### src/common/tde_pkg.sv
// Purpose: Shared constants and types for the tap detection engine.
// Assumes: Samples are signed with ten fraction bits per g.
// Notes: Parameter reset values equal typical settings at a 500 Hz rate.
package tde_pkg;

  // Data widths
  localparam int unsigned BYTE_W = 8;
  localparam int unsigned SAMPLE_W = 16;
  localparam int unsigned ENERGY_SHIFT = 10;
  localparam int unsigned ENERGY_W = 2 * SAMPLE_W + 4 - ENERGY_SHIFT;
  localparam int unsigned WEIGHT_FRAC = 7;

  // Command decode and parameter set selection
  localparam logic [7:0] CMD_CFG_TAP = 8'h0C;
  localparam logic [3:0] SEL_SET1 = 4'h1;
  localparam logic [3:0] SEL_SET2 = 4'h2;
  localparam int unsigned SEL_LSB = 4;

  // Register address of the tap result, for the host-side map
  localparam logic [7:0] TAP_RESULT_ADDR = 8'h59;

  // Control and status bit positions
  localparam int unsigned TAP_EN_BIT = 0;
  localparam int unsigned ROUTE_BIT = 6;
  localparam int unsigned ACCEL_ON_BIT = 0;
  localparam int unsigned PIN_A_EN_BIT = 3;
  localparam int unsigned PIN_B_EN_BIT = 4;
  localparam int unsigned STATUS_TAP_BIT = 1;

  // Tap result layout
  localparam int unsigned RES_CNT_LSB = 0;
  localparam int unsigned RES_AXIS_LSB = 4;
  localparam int unsigned RES_POL_BIT = 7;
  localparam logic [1:0] COUNT_SINGLE = 2'h1;
  localparam logic [1:0] COUNT_DOUBLE = 2'h2;
  localparam logic [1:0] AX_X = 2'h1;
  localparam logic [1:0] AX_Y = 2'h2;
  localparam logic [1:0] AX_Z = 2'h3;

  // Parameter reset values
  localparam logic [7:0] RST_PEAK_WIN = 8'h14;
  localparam logic [2:0] RST_PRIO = 3'h0;
  localparam logic [15:0] RST_TAP_WIN = 16'h0032;
  localparam logic [15:0] RST_DTAP_WIN = 16'h00FA;
  localparam logic [7:0] RST_ALPHA = 8'h08;
  localparam logic [7:0] RST_GAMMA = 8'h20;
  localparam logic [15:0] RST_PEAK_THR = 16'h0320;
  localparam logic [15:0] RST_QUIET_THR = 16'h0190;

  // Detection states, Gray coded along the usual path
  typedef enum logic [2:0] {
    S_IDLE  = 3'b000,
    S_PEAK1 = 3'b001,
    S_QUIET = 3'b011,
    S_WAIT2 = 3'b010,
    S_PEAK2 = 3'b110
  } tde_state_t;

endpackage

### src/rtl/tde_tap_engine.sv
// Purpose: Single and double tap detector driven by the accel sample strobe.
// Assumes: Register bytes and samples come from logic on sys_clk.
// Notes: Result, status and interrupt pins are all registered.
// Functional notes
// - Tap axis: largest axis at the crossing sample; priority breaks ties
// - Peak valid if quiet at peak window end
// - Stay quiet through tap window after tap
// - Second tap between tap and double windows
// - Double window counts from first peak sample
// - Acceleration average weight, seven fraction bits
// - Magnitude average weight, seven fraction bits
// - Peak threshold sixteen bits, ten fraction bits
// - Quiet threshold sixteen bits, ten fraction bits
// - Command 0x0C commits the staged parameter set
// - Set one: peak, priority, tap, double windows
// - Set two: weights, peak and quiet thresholds
// - Runs only with tap enable and accel on
// - Route event to pin a or b, gated
// - Report sets tap bit in status register
// - Tap result updated on each reported tap
// - Count field: one single, two double
// - Axis field: 1 X, 2 Y, 3 Z
// - Polarity from sign at first valid peak
// - Linear value is sample minus its average
// - Peak starts when energy reaches threshold
// - Tap inside tap window restarts, no report
// - Double window timeout reports a single tap
`timescale 1ns/1ps
module tde_tap_engine (
  // Clock and reset
  input wire logic sys_clk,
  input wire logic rst_n,
  // Staged parameter bytes
  input wire logic [tde_pkg::BYTE_W-1:0] param_byte1_low,
  input wire logic [tde_pkg::BYTE_W-1:0] param_byte1_high,
  input wire logic [tde_pkg::BYTE_W-1:0] param_byte2_low,
  input wire logic [tde_pkg::BYTE_W-1:0] param_byte2_high,
  input wire logic [tde_pkg::BYTE_W-1:0] param_byte3_low,
  input wire logic [tde_pkg::BYTE_W-1:0] param_byte3_high,
  input wire logic [tde_pkg::BYTE_W-1:0] param_set_selector,
  // Command register write
  input wire logic cmd_wr,
  input wire logic [tde_pkg::BYTE_W-1:0] command_register,
  // Control registers
  input wire logic [tde_pkg::BYTE_W-1:0] engine_enable_reg,
  input wire logic [tde_pkg::BYTE_W-1:0] sensor_enable_reg,
  input wire logic [tde_pkg::BYTE_W-1:0] pin_config_reg,
  // Status read strobe, clears the status register
  input wire logic event_status_rd,
  // Accelerometer samples
  input wire logic sample_ready,
  input wire logic signed [tde_pkg::SAMPLE_W-1:0] accel_x,
  input wire logic signed [tde_pkg::SAMPLE_W-1:0] accel_y,
  input wire logic signed [tde_pkg::SAMPLE_W-1:0] accel_z,
  // Results
  output logic [tde_pkg::BYTE_W-1:0] tap_result,
  output logic [tde_pkg::BYTE_W-1:0] event_status_reg,
  output logic irq_pin_a,
  output logic irq_pin_b
);
  import tde_pkg::*;

  // Pick the tap axis: largest magnitude wins, priority order breaks ties
  function automatic logic [1:0] pick_axis(input logic [SAMPLE_W:0] mx,
                                           input logic [SAMPLE_W:0] my,
                                           input logic [SAMPLE_W:0] mz,
                                           input logic [2:0] p);
    logic [5:0] ord;
    logic [SAMPLE_W:0] top;
    logic [SAMPLE_W:0] m;
    logic [1:0] code;
    logic [1:0] res;
    case (p)
      3'h1: ord = {AX_X, AX_Z, AX_Y};
      3'h2: ord = {AX_Y, AX_X, AX_Z};
      3'h3: ord = {AX_Y, AX_Z, AX_X};
      3'h4: ord = {AX_Z, AX_X, AX_Y};
      3'h5: ord = {AX_Z, AX_Y, AX_X};
      default: ord = {AX_X, AX_Y, AX_Z};
    endcase
    top = (mx > my) ? mx : my;
    top = (mz > top) ? mz : top;
    res = ord[5:4];
    // Lowest priority first, so the highest tied axis writes last
    for (int k = 0; k < 3; k++)
    begin
      code = ord[2*k +: 2];
      m = (code == AX_X) ? mx : ((code == AX_Y) ? my : mz);
      if (m == top)
        res = code;
    end
    return res;
  endfunction

  // Parameter registers loaded by the commit command
  logic [7:0] peak_duration_limit;
  logic [2:0] prio;
  logic [15:0] post_tap_quiet_span;
  logic [15:0] second_tap_timeout;
  logic [7:0] alpha;
  logic [7:0] gamma;
  logic [15:0] peak_energy_threshold;
  logic [15:0] quiet_threshold;

  // Detection state
  tde_state_t state;
  tde_state_t next_state;
  logic [7:0] pk_cnt;
  logic [7:0] next_pk;
  logic [15:0] dt_cnt;
  logic [15:0] next_dt;
  logic [15:0] q_cnt;
  logic [15:0] next_q;
  logic [1:0] cap_axis;
  logic cap_neg;
  logic rep_single;
  logic rep_double;
  logic [7:0] next_result;

  // Signal path
  logic signed [SAMPLE_W-1:0] acc [3];
  logic signed [SAMPLE_W-1:0] avg [3];
  logic signed [SAMPLE_W:0] lin [3];
  logic [SAMPLE_W:0] mag [3];
  logic [2*SAMPLE_W+1:0] sq [3];
  logic [2*SAMPLE_W+3:0] energy_full;
  logic [ENERGY_W-1:0] energy;
  logic signed [ENERGY_W:0] mag_avg;
  logic over;
  logic quiet;
  logic run;
  logic step;
  logic start1;
  logic [1:0] first_axis;
  logic first_neg;
  logic cmd_tap;
  logic load1;
  logic load2;
  logic rep;

  // Command decode; the host stages bytes with sensors off beforehand
  assign cmd_tap = cmd_wr && (command_register == CMD_CFG_TAP);
  assign load1 = cmd_tap && (param_set_selector[SEL_LSB +: 4] == SEL_SET1);
  assign load2 = cmd_tap && (param_set_selector[SEL_LSB +: 4] == SEL_SET2);

  // Parameter load; a selector other than 1 or 2 is ignored
  always_ff @(posedge sys_clk)
  begin
    if (!rst_n)
    begin
      peak_duration_limit <= RST_PEAK_WIN;
      prio <= RST_PRIO;
      post_tap_quiet_span <= RST_TAP_WIN;
      second_tap_timeout <= RST_DTAP_WIN;
      alpha <= RST_ALPHA;
      gamma <= RST_GAMMA;
      peak_energy_threshold <= RST_PEAK_THR;
      quiet_threshold <= RST_QUIET_THR;
    end
    else if (load1)
    begin
      peak_duration_limit <= param_byte1_low;
      prio <= param_byte1_high[2:0];
      post_tap_quiet_span <= {param_byte2_high, param_byte2_low};
      second_tap_timeout <= {param_byte3_high, param_byte3_low};
    end
    else if (load2)
    begin
      alpha <= param_byte1_low;
      gamma <= param_byte1_high;
      peak_energy_threshold <= {param_byte2_high, param_byte2_low};
      quiet_threshold <= {param_byte3_high, param_byte3_low};
    end
  end

  // Enable gating and per-sample step
  assign run = engine_enable_reg[TAP_EN_BIT] && sensor_enable_reg[ACCEL_ON_BIT];
  assign step = run && sample_ready;
  assign acc[0] = accel_x;
  assign acc[1] = accel_y;
  assign acc[2] = accel_z;

  // Per-axis average, linear value, magnitude and square
  generate
    for (genvar i = 0; i < 3; i++)
    begin : g_axis
      tde_ewma #(.W(SAMPLE_W)) u_avg (
        .sys_clk(sys_clk),
        .rst_n(rst_n),
        .upd(sample_ready),
        .weight(alpha),
        .sample(acc[i]),
        .avg(avg[i])
      );
      assign lin[i] = {acc[i][SAMPLE_W-1], acc[i]} - {avg[i][SAMPLE_W-1], avg[i]};
      assign mag[i] = lin[i][SAMPLE_W] ? unsigned'(-lin[i]) : unsigned'(lin[i]);
      assign sq[i] = mag[i] * mag[i];
    end
  endgenerate

  // Energy in g squared with ten fraction bits
  assign energy_full = {2'b00, sq[0]} + {2'b00, sq[1]} + {2'b00, sq[2]};
  assign energy = energy_full[2*SAMPLE_W+3 -: ENERGY_W];
  assign over = energy >= ENERGY_W'(peak_energy_threshold);

  // Movement magnitude average; it lags, so short spikes decay over samples
  tde_ewma #(.W(ENERGY_W + 1)) u_mag (
    .sys_clk(sys_clk),
    .rst_n(rst_n),
    .upd(sample_ready),
    .weight(gamma),
    .sample(signed'({1'b0, energy})),
    .avg(mag_avg)
  );
  assign quiet = !mag_avg[ENERGY_W] && (mag_avg[ENERGY_W-1:0] < ENERGY_W'(quiet_threshold));

  // Axis and sign at the crossing sample
  assign first_axis = pick_axis(mag[0], mag[1], mag[2], prio);
  assign first_neg = (first_axis == AX_X) ? lin[0][SAMPLE_W] :
                     ((first_axis == AX_Y) ? lin[1][SAMPLE_W] : lin[2][SAMPLE_W]);
  assign start1 = step && (state == S_IDLE) && over;

  // Detection sequence; counters only move on a sample strobe
  always_comb
  begin
    next_state = state;
    next_pk = pk_cnt;
    next_dt = dt_cnt;
    next_q = q_cnt;
    rep_single = 1'b0;
    rep_double = 1'b0;
    if (!run)
      next_state = S_IDLE;
    else if (sample_ready)
    begin
      next_pk = pk_cnt + 8'h01;
      next_dt = dt_cnt + 16'h0001;
      next_q = q_cnt + 16'h0001;
      case (state)
        S_IDLE:
        begin
          if (over)
          begin
            next_state = S_PEAK1;
            next_pk = 8'h01;
            next_dt = 16'h0001;
          end
        end
        S_PEAK1:
        begin
          if (pk_cnt >= peak_duration_limit)
          begin
            next_state = quiet ? S_QUIET : S_IDLE;
            next_q = 16'h0000;
          end
        end
        S_QUIET:
        begin
          if (over || !quiet)
            next_state = S_IDLE;
          else if (next_q >= post_tap_quiet_span)
            next_state = S_WAIT2;
        end
        S_WAIT2:
        begin
          if (dt_cnt >= second_tap_timeout)
          begin
            rep_single = 1'b1;
            next_state = S_IDLE;
          end
          else if (over)
          begin
            next_state = S_PEAK2;
            next_pk = 8'h01;
          end
        end
        S_PEAK2:
        begin
          if (dt_cnt >= second_tap_timeout)
          begin
            rep_single = 1'b1;
            next_state = S_IDLE;
          end
          else if (pk_cnt >= peak_duration_limit)
          begin
            rep_double = quiet;
            next_state = S_IDLE;
          end
        end
        default: next_state = S_IDLE;
      endcase
    end
  end

  // State and counters
  always_ff @(posedge sys_clk)
  begin
    if (!rst_n)
    begin
      state <= S_IDLE;
      pk_cnt <= 8'h00;
      dt_cnt <= 16'h0000;
      q_cnt <= 16'h0000;
    end
    else
    begin
      state <= next_state;
      pk_cnt <= next_pk;
      dt_cnt <= next_dt;
      q_cnt <= next_q;
    end
  end

  // Capture axis and sign of the first peak of a round
  always_ff @(posedge sys_clk)
  begin
    if (!rst_n)
    begin
      cap_axis <= AX_X;
      cap_neg <= 1'b0;
    end
    else if (start1)
    begin
      cap_axis <= first_axis;
      cap_neg <= first_neg;
    end
  end

  // Result word assembly
  assign rep = rep_single || rep_double;
  always_comb
  begin
    next_result = tap_result;
    if (rep)
    begin
      next_result = 8'h00;
      next_result[RES_CNT_LSB +: 2] = rep_double ? COUNT_DOUBLE : COUNT_SINGLE;
      next_result[RES_AXIS_LSB +: 2] = cap_axis;
      next_result[RES_POL_BIT] = cap_neg;
    end
  end

  // Outputs; a report wins over a status read in the same cycle
  always_ff @(posedge sys_clk)
  begin
    if (!rst_n)
    begin
      tap_result <= 8'h00;
      event_status_reg <= 8'h00;
      irq_pin_a <= 1'b0;
      irq_pin_b <= 1'b0;
    end
    else
    begin
      tap_result <= next_result;
      if (rep)
        event_status_reg[STATUS_TAP_BIT] <= 1'b1;
      else if (event_status_rd)
        event_status_reg[STATUS_TAP_BIT] <= 1'b0;
      // Pins hold the event for one sample period, cleared by the next strobe
      if (rep)
      begin
        irq_pin_a <= engine_enable_reg[ROUTE_BIT] && pin_config_reg[PIN_A_EN_BIT];
        irq_pin_b <= !engine_enable_reg[ROUTE_BIT] && pin_config_reg[PIN_B_EN_BIT];
      end
      else if (sample_ready)
      begin
        irq_pin_a <= 1'b0;
        irq_pin_b <= 1'b0;
      end
    end
  end

  // Checks next to the logic they guard
  single_count_a: assert property (@(posedge sys_clk) disable iff (!rst_n)
    rep_single |=> tap_result[RES_CNT_LSB +: 2] == COUNT_SINGLE
      && tap_result[RES_POL_BIT] == $past(cap_neg))
    else $error("single tap count wrong");
  double_count_a: assert property (@(posedge sys_clk) disable iff (!rst_n)
    rep_double |=> tap_result[RES_CNT_LSB +: 2] == COUNT_DOUBLE
      && tap_result[RES_AXIS_LSB +: 2] == $past(cap_axis))
    else $error("double tap result wrong");
  status_set_a: assert property (@(posedge sys_clk) disable iff (!rst_n)
    rep |=> event_status_reg[STATUS_TAP_BIT] ##1 event_status_reg[STATUS_TAP_BIT]
      || $past(event_status_rd))
    else $error("tap status bit not set");
  irq_route_a: assert property (@(posedge sys_clk) disable iff (!rst_n)
    rep |=> irq_pin_a == $past(engine_enable_reg[ROUTE_BIT] && pin_config_reg[PIN_A_EN_BIT])
      && irq_pin_b == $past(!engine_enable_reg[ROUTE_BIT] && pin_config_reg[PIN_B_EN_BIT]))
    else $error("tap interrupt misrouted");
  stop_idle_a: assert property (@(posedge sys_clk) disable iff (!rst_n)
    !run |=> state == S_IDLE && !rep_single && !rep_double)
    else $error("engine ran while disabled");
  load_set1_a: assert property (@(posedge sys_clk) disable iff (!rst_n)
    load1 |=> peak_duration_limit == $past(param_byte1_low)
      && second_tap_timeout == {$past(param_byte3_high), $past(param_byte3_low)})
    else $error("first set not loaded");
  load_set2_a: assert property (@(posedge sys_clk) disable iff (!rst_n)
    load2 |=> peak_energy_threshold == {$past(param_byte2_high), $past(param_byte2_low)}
      && gamma == $past(param_byte1_high))
    else $error("second set not loaded");
  peak_start_a: assert property (@(posedge sys_clk) disable iff (!rst_n)
    start1 |=> state == S_PEAK1 && pk_cnt == 8'h01 && dt_cnt == 16'h0001)
    else $error("peak not started");
  quiet_break_a: assert property (@(posedge sys_clk) disable iff (!rst_n)
    (state == S_QUIET && step && over) |-> !rep ##1 state == S_IDLE)
    else $error("tap in quiet span not discarded");

endmodule

### src/rtl/tde_ewma.sv
// Purpose: Running weighted average, one step per update strobe.
// Assumes: Weight is unsigned with seven fraction bits.
// Notes: Weights above 1.0 overshoot; the sum wraps rather than saturates.
`timescale 1ns/1ps
module tde_ewma #(
  parameter int unsigned W = 16
) (
  // Clock and reset
  input wire logic sys_clk,
  input wire logic rst_n,
  // Update strobe and weight
  input wire logic upd,
  input wire logic [tde_pkg::BYTE_W-1:0] weight,
  // Data in and average out
  input wire logic signed [W-1:0] sample,
  output logic signed [W-1:0] avg
);
  import tde_pkg::*;

  logic signed [W:0] diff;
  logic signed [W+9:0] prod;
  logic signed [W+9:0] step;
  logic signed [W+9:0] next_avg_wide;

  // Step toward the new value by weight times the difference
  assign diff = {sample[W-1], sample} - {avg[W-1], avg};
  assign prod = diff * $signed({1'b0, weight});
  assign step = prod >>> WEIGHT_FRAC;
  assign next_avg_wide = step + {{10{avg[W-1]}}, avg};

  // Average register, moved only on a sample strobe
  always_ff @(posedge sys_clk)
  begin
    if (!rst_n)
      avg <= '0;
    else if (upd)
      avg <= next_avg_wide[W-1:0];
  end

endmodule

### config.mk
export PLATFORM = sky130hd
export DESIGN_NAME = tde_tap_engine
export DESIGN_NICKNAME = d
export VERILOG_FILES = /design/src/common/tde_pkg.sv /design/src/rtl/tde_tap_engine.sv /design/src/rtl/tde_ewma.sv
export SDC_FILE = /design/constraint.sdc
export NUM_CORES = 2
export LEC_CHECK = 0
export BUFFER_PORTS_ARGS = -buffer_cell sky130_fd_sc_hd__buf_4
export CELL_PAD_IN_SITES_DETAIL_PLACEMENT = 0
export CELL_PAD_IN_SITES_GLOBAL_PLACEMENT = 1
export CORE_ASPECT_RATIO = 1.25
export CORE_MARGIN = 1.5
export CORE_UTILIZATION = 35
export CTS_CLUSTER_DIAMETER = 100
export DETAILED_ROUTE_END_ITERATION = 8
export HOLD_SLACK_MARGIN = 0.05
export PLACE_DENSITY = 0.71
export SYNTH_ARGS = -nofsm -noshare
export SYNTH_HDL_FRONTEND = slang
export SYNTH_SLANG_ARGS = --single-unit
### constraint.sdc
create_clock -name sys_clk -period 41 [get_ports sys_clk]
set_input_delay 2.05 -clock sys_clk [delete_from_list [all_inputs] [get_ports sys_clk]]
set_output_delay 2.05 -clock sys_clk [all_outputs]
set_load 0.005 [all_outputs]
==> flow_summary.yaml <==
outcome:
  outcome: "completed"
critical_path:
  r2r-end: "u_mag.avg[26]"
  path_common_cell: "fa_1"
  worstPathRequired_ns: 41.49
  worstSetupStartpoint: "accel_x[0]"
  regToRegSetupSlack_ns: 19.33
  cp.arrival_ns: 23.40
  cp_slowest_cell: "xnor2_1"
  cpPeakStageDelay_ns: 0.81
  worstSetupEndpointType: "flop"
  crit_end: "u_mag.avg[26]"
  critPathMaxFanout: 12
  crit_type: "in -> reg"
  rr_startpoint: "g_axis[0].u_avg.avg[0]"
  cp-start-kind: "primary input"
  r2r_cells: 74
final_layout:
  multi_input_area_um2: 52960
  largest-register: "g_axis.u_avg.avg"
  layout.nets: 9772
  final_cell_mix: "inv_1 (1791), fa_1 (1174), nand2_1 (771), ha_1 (729), nor2_1 (540)"
  syn_to_final_growth_pct: 7.272
  finalNonFillerCells: 10155
  top_regs: "g_axis.u_avg.avg: 48 flops, u_mag.avg: 27 flops"
  seq_area_um2: 4408
  largest_reg_flops: 48
  drive_gt1_share_pct: 4.673
  fillCellCount: 18995
  layout_commonest_cell: "inv_1"
clocking:
  cts-root-buf: "clkbuf_16"
  clock_sinks: 220
  htreeDepth: 1
  numCtsBuffers: 28
  clk_latency_ns: 0.64
  cts.clk_slew.worst_paths_ns: 0.06
  postCtsHoldBufs: 0
  postCtsSetupBuffers: 0
  tritoncts: "yes"
  clockBufferDepth: 3
  ctsResizeCount: 0
yosys:
  ys_seq_area_share_pct: 6.763
  synth_flop_cell: "dfxtp_1"
  synth.distinct_cells: 104
  ys_ff_latch: 220
  syn_area_um2: 65120
  async_flop_share_pct: 0
  synth_edf_count: 0
  synth_cells: 7712
  ys_warn_count: 0
  postSynthAreaPerCell_um2: 8.444
floorplanning:
  start_util_pct: 35.33
  die_h_um: 485.3
  dieArea_um2: 188700
  row_count: 176
  die-width_um: 388.8
  io_pins: 159
  core_area_um2: 184300
place:
  post-dp-hpwl_um: 154500
  portBuffers: 125
  place_inst: 10101
  gp_congestion: 0.9143
  post-place-ws_ns: 17.55
worst_hold_path:
  hold_depth: 2
  hp-class: "reg -> reg"
sta:
  rsz0062_at_grt: "no"
  fin_worst_skew_ns: 0.04037
  hold_violations: 0
  post-route-min-period_ns: 22.91
  fmax_ghz: 0.04366
  hold_slack_ns: 0.4545
  slew_violations: 0
  worstMarginPinSlew_ns: 1.193
  slew_headroom_pct: 19.91
  setup_slack_ns: 18.09
  fin_tns_setup_ns: 0
  finalCritPeriodShare_pct: 55.87
  setup-violations-final: 0
global_route:
  grt_max_degree: 107
  grt_first_pass_wirelength_um: 302100
  grtUsageTotal_pct: 20.49
  antenna_found_initial: 4
  grt_pass1_vias: 54096
  grt-ovfl-total: 0
drt:
  firstDrtPassIters: 7
  drt_iter0_markers: 2684
  avgRoutedWirePerCell_um: 18.71
  ant_nets: 0
  vias: 50548
  drc: 0
  vias_per_cell: 4.978
  wl_um: 190000
run:
  drv_cap: 0
==> worst min-delay path by stage <==
stage,start,endpoint
final,quiet_threshold[9],quiet_threshold[9]
after global routing,quiet_threshold[11],quiet_threshold[11]
after CTS,quiet_threshold[12],quiet_threshold[12]
after detailed placement,quiet_threshold[12],quiet_threshold[12]
after global placement,post_tap_quiet_span[8],post_tap_quiet_span[8]
after floorplan,peak_duration_limit[1],peak_duration_limit[1]
==> worst max-delay path: cells and delay by family <==
| family | cells | cell delay, ns |
|---|---|---|
| adders and majority gates | 19 | 8.61 |
| AOI/OAI and AO/OA | 29 | 6.57 |
| and+or+nand+nor | 13 | 3.10 |
| buffers and inverters | 12 | 1.78 |
| xor gates and xnor gates | 3 | 1.22 |
==> cells in the mapped netlist (16+ instances only) <==
master | instances | share of area [%]
o21a_1 | 41 | 0.47
a21oi_1 | 308 | 2.4
and3_1 | 69 | 0.66
nand2b_1 | 42 | 0.40
nand2_1 | 771 | 4.4
xnor2_1 | 242 | 3.3
buf_2 | 16 | 0.12
dfxtp_1 | 220 | 6.8
fa_1 | 1174 | 36
clkbuf_1 | 252 | 1.5
a31oi_1 | 29 | 0.28
a211oi_1 | 31 | 0.36
or3_1 | 31 | 0.30
nor3_1 | 73 | 0.56
a21o_1 | 68 | 0.78
nor2b_1 | 71 | 0.68
nor2_1 | 540 | 3.1
o21ai_0 | 105 | 0.81
o22ai_1 | 24 | 0.23
nor4_1 | 17 | 0.16
a211o_1 | 16 | 0.22
xor2_1 | 119 | 1.6
inv_1 | 1791 | 10
ha_1 | 729 | 14
and2_1 | 314 | 3.0
o21bai_1 | 46 | 0.53
o211ai_1 | 48 | 0.55
or2_2 | 16 | 0.15
nand4_1 | 31 | 0.30
mux2i_1 | 66 | 1.0
nand3_1 | 85 | 0.65
==> through the flow <==
stage / area, um^2 / utilization, %
4_1_cts: 69840 / 37.89
6_report: 69860 / 37.90
2_1_floorplan: 65290 / -
3_5_place_dp: 68920 / 37.39
5_1_grt: 69850 / 37.90
3_3_place_gp: 68920 / 37.39
==> area by class of cell <==
class	instances	share of cell area, %
multi-input cells	5436	75.82
inverters	1809	9.727
flip-flops and latches	220	6.310
well taps	2403	4.304
repair buffers	233	2.504
clock buffers	39	1.148
clock inverters	10	0.1719
diodes	5	0.01791
==> layer usage <==
metal	GRT usage [%]	wire length (um)
met1	24.86	76720
met2	37.44	97540
met5	0	36
met3	2.445	8725
met4	6.445	7011
==> logic make-up after synthesis <==
family                   Yosys count  share of synthesized area, %
AO/OA/AOI/OAI                    910                         9.359
flip-flops                       220                         6.763
buffers and inverters           2100                         12.22
adder cells (fa/ha/maj)         1903                         50.10
XOR/XNOR                         365                         4.965
AND/OR/NAND/NOR                 2143                         15.52
other                              2                       0.01153
multiplexers                      69                         1.066
Power is left out: the tool's default activity adds up to more than one toggle a clock period on the data nets, which glitch-free logic cannot reach.
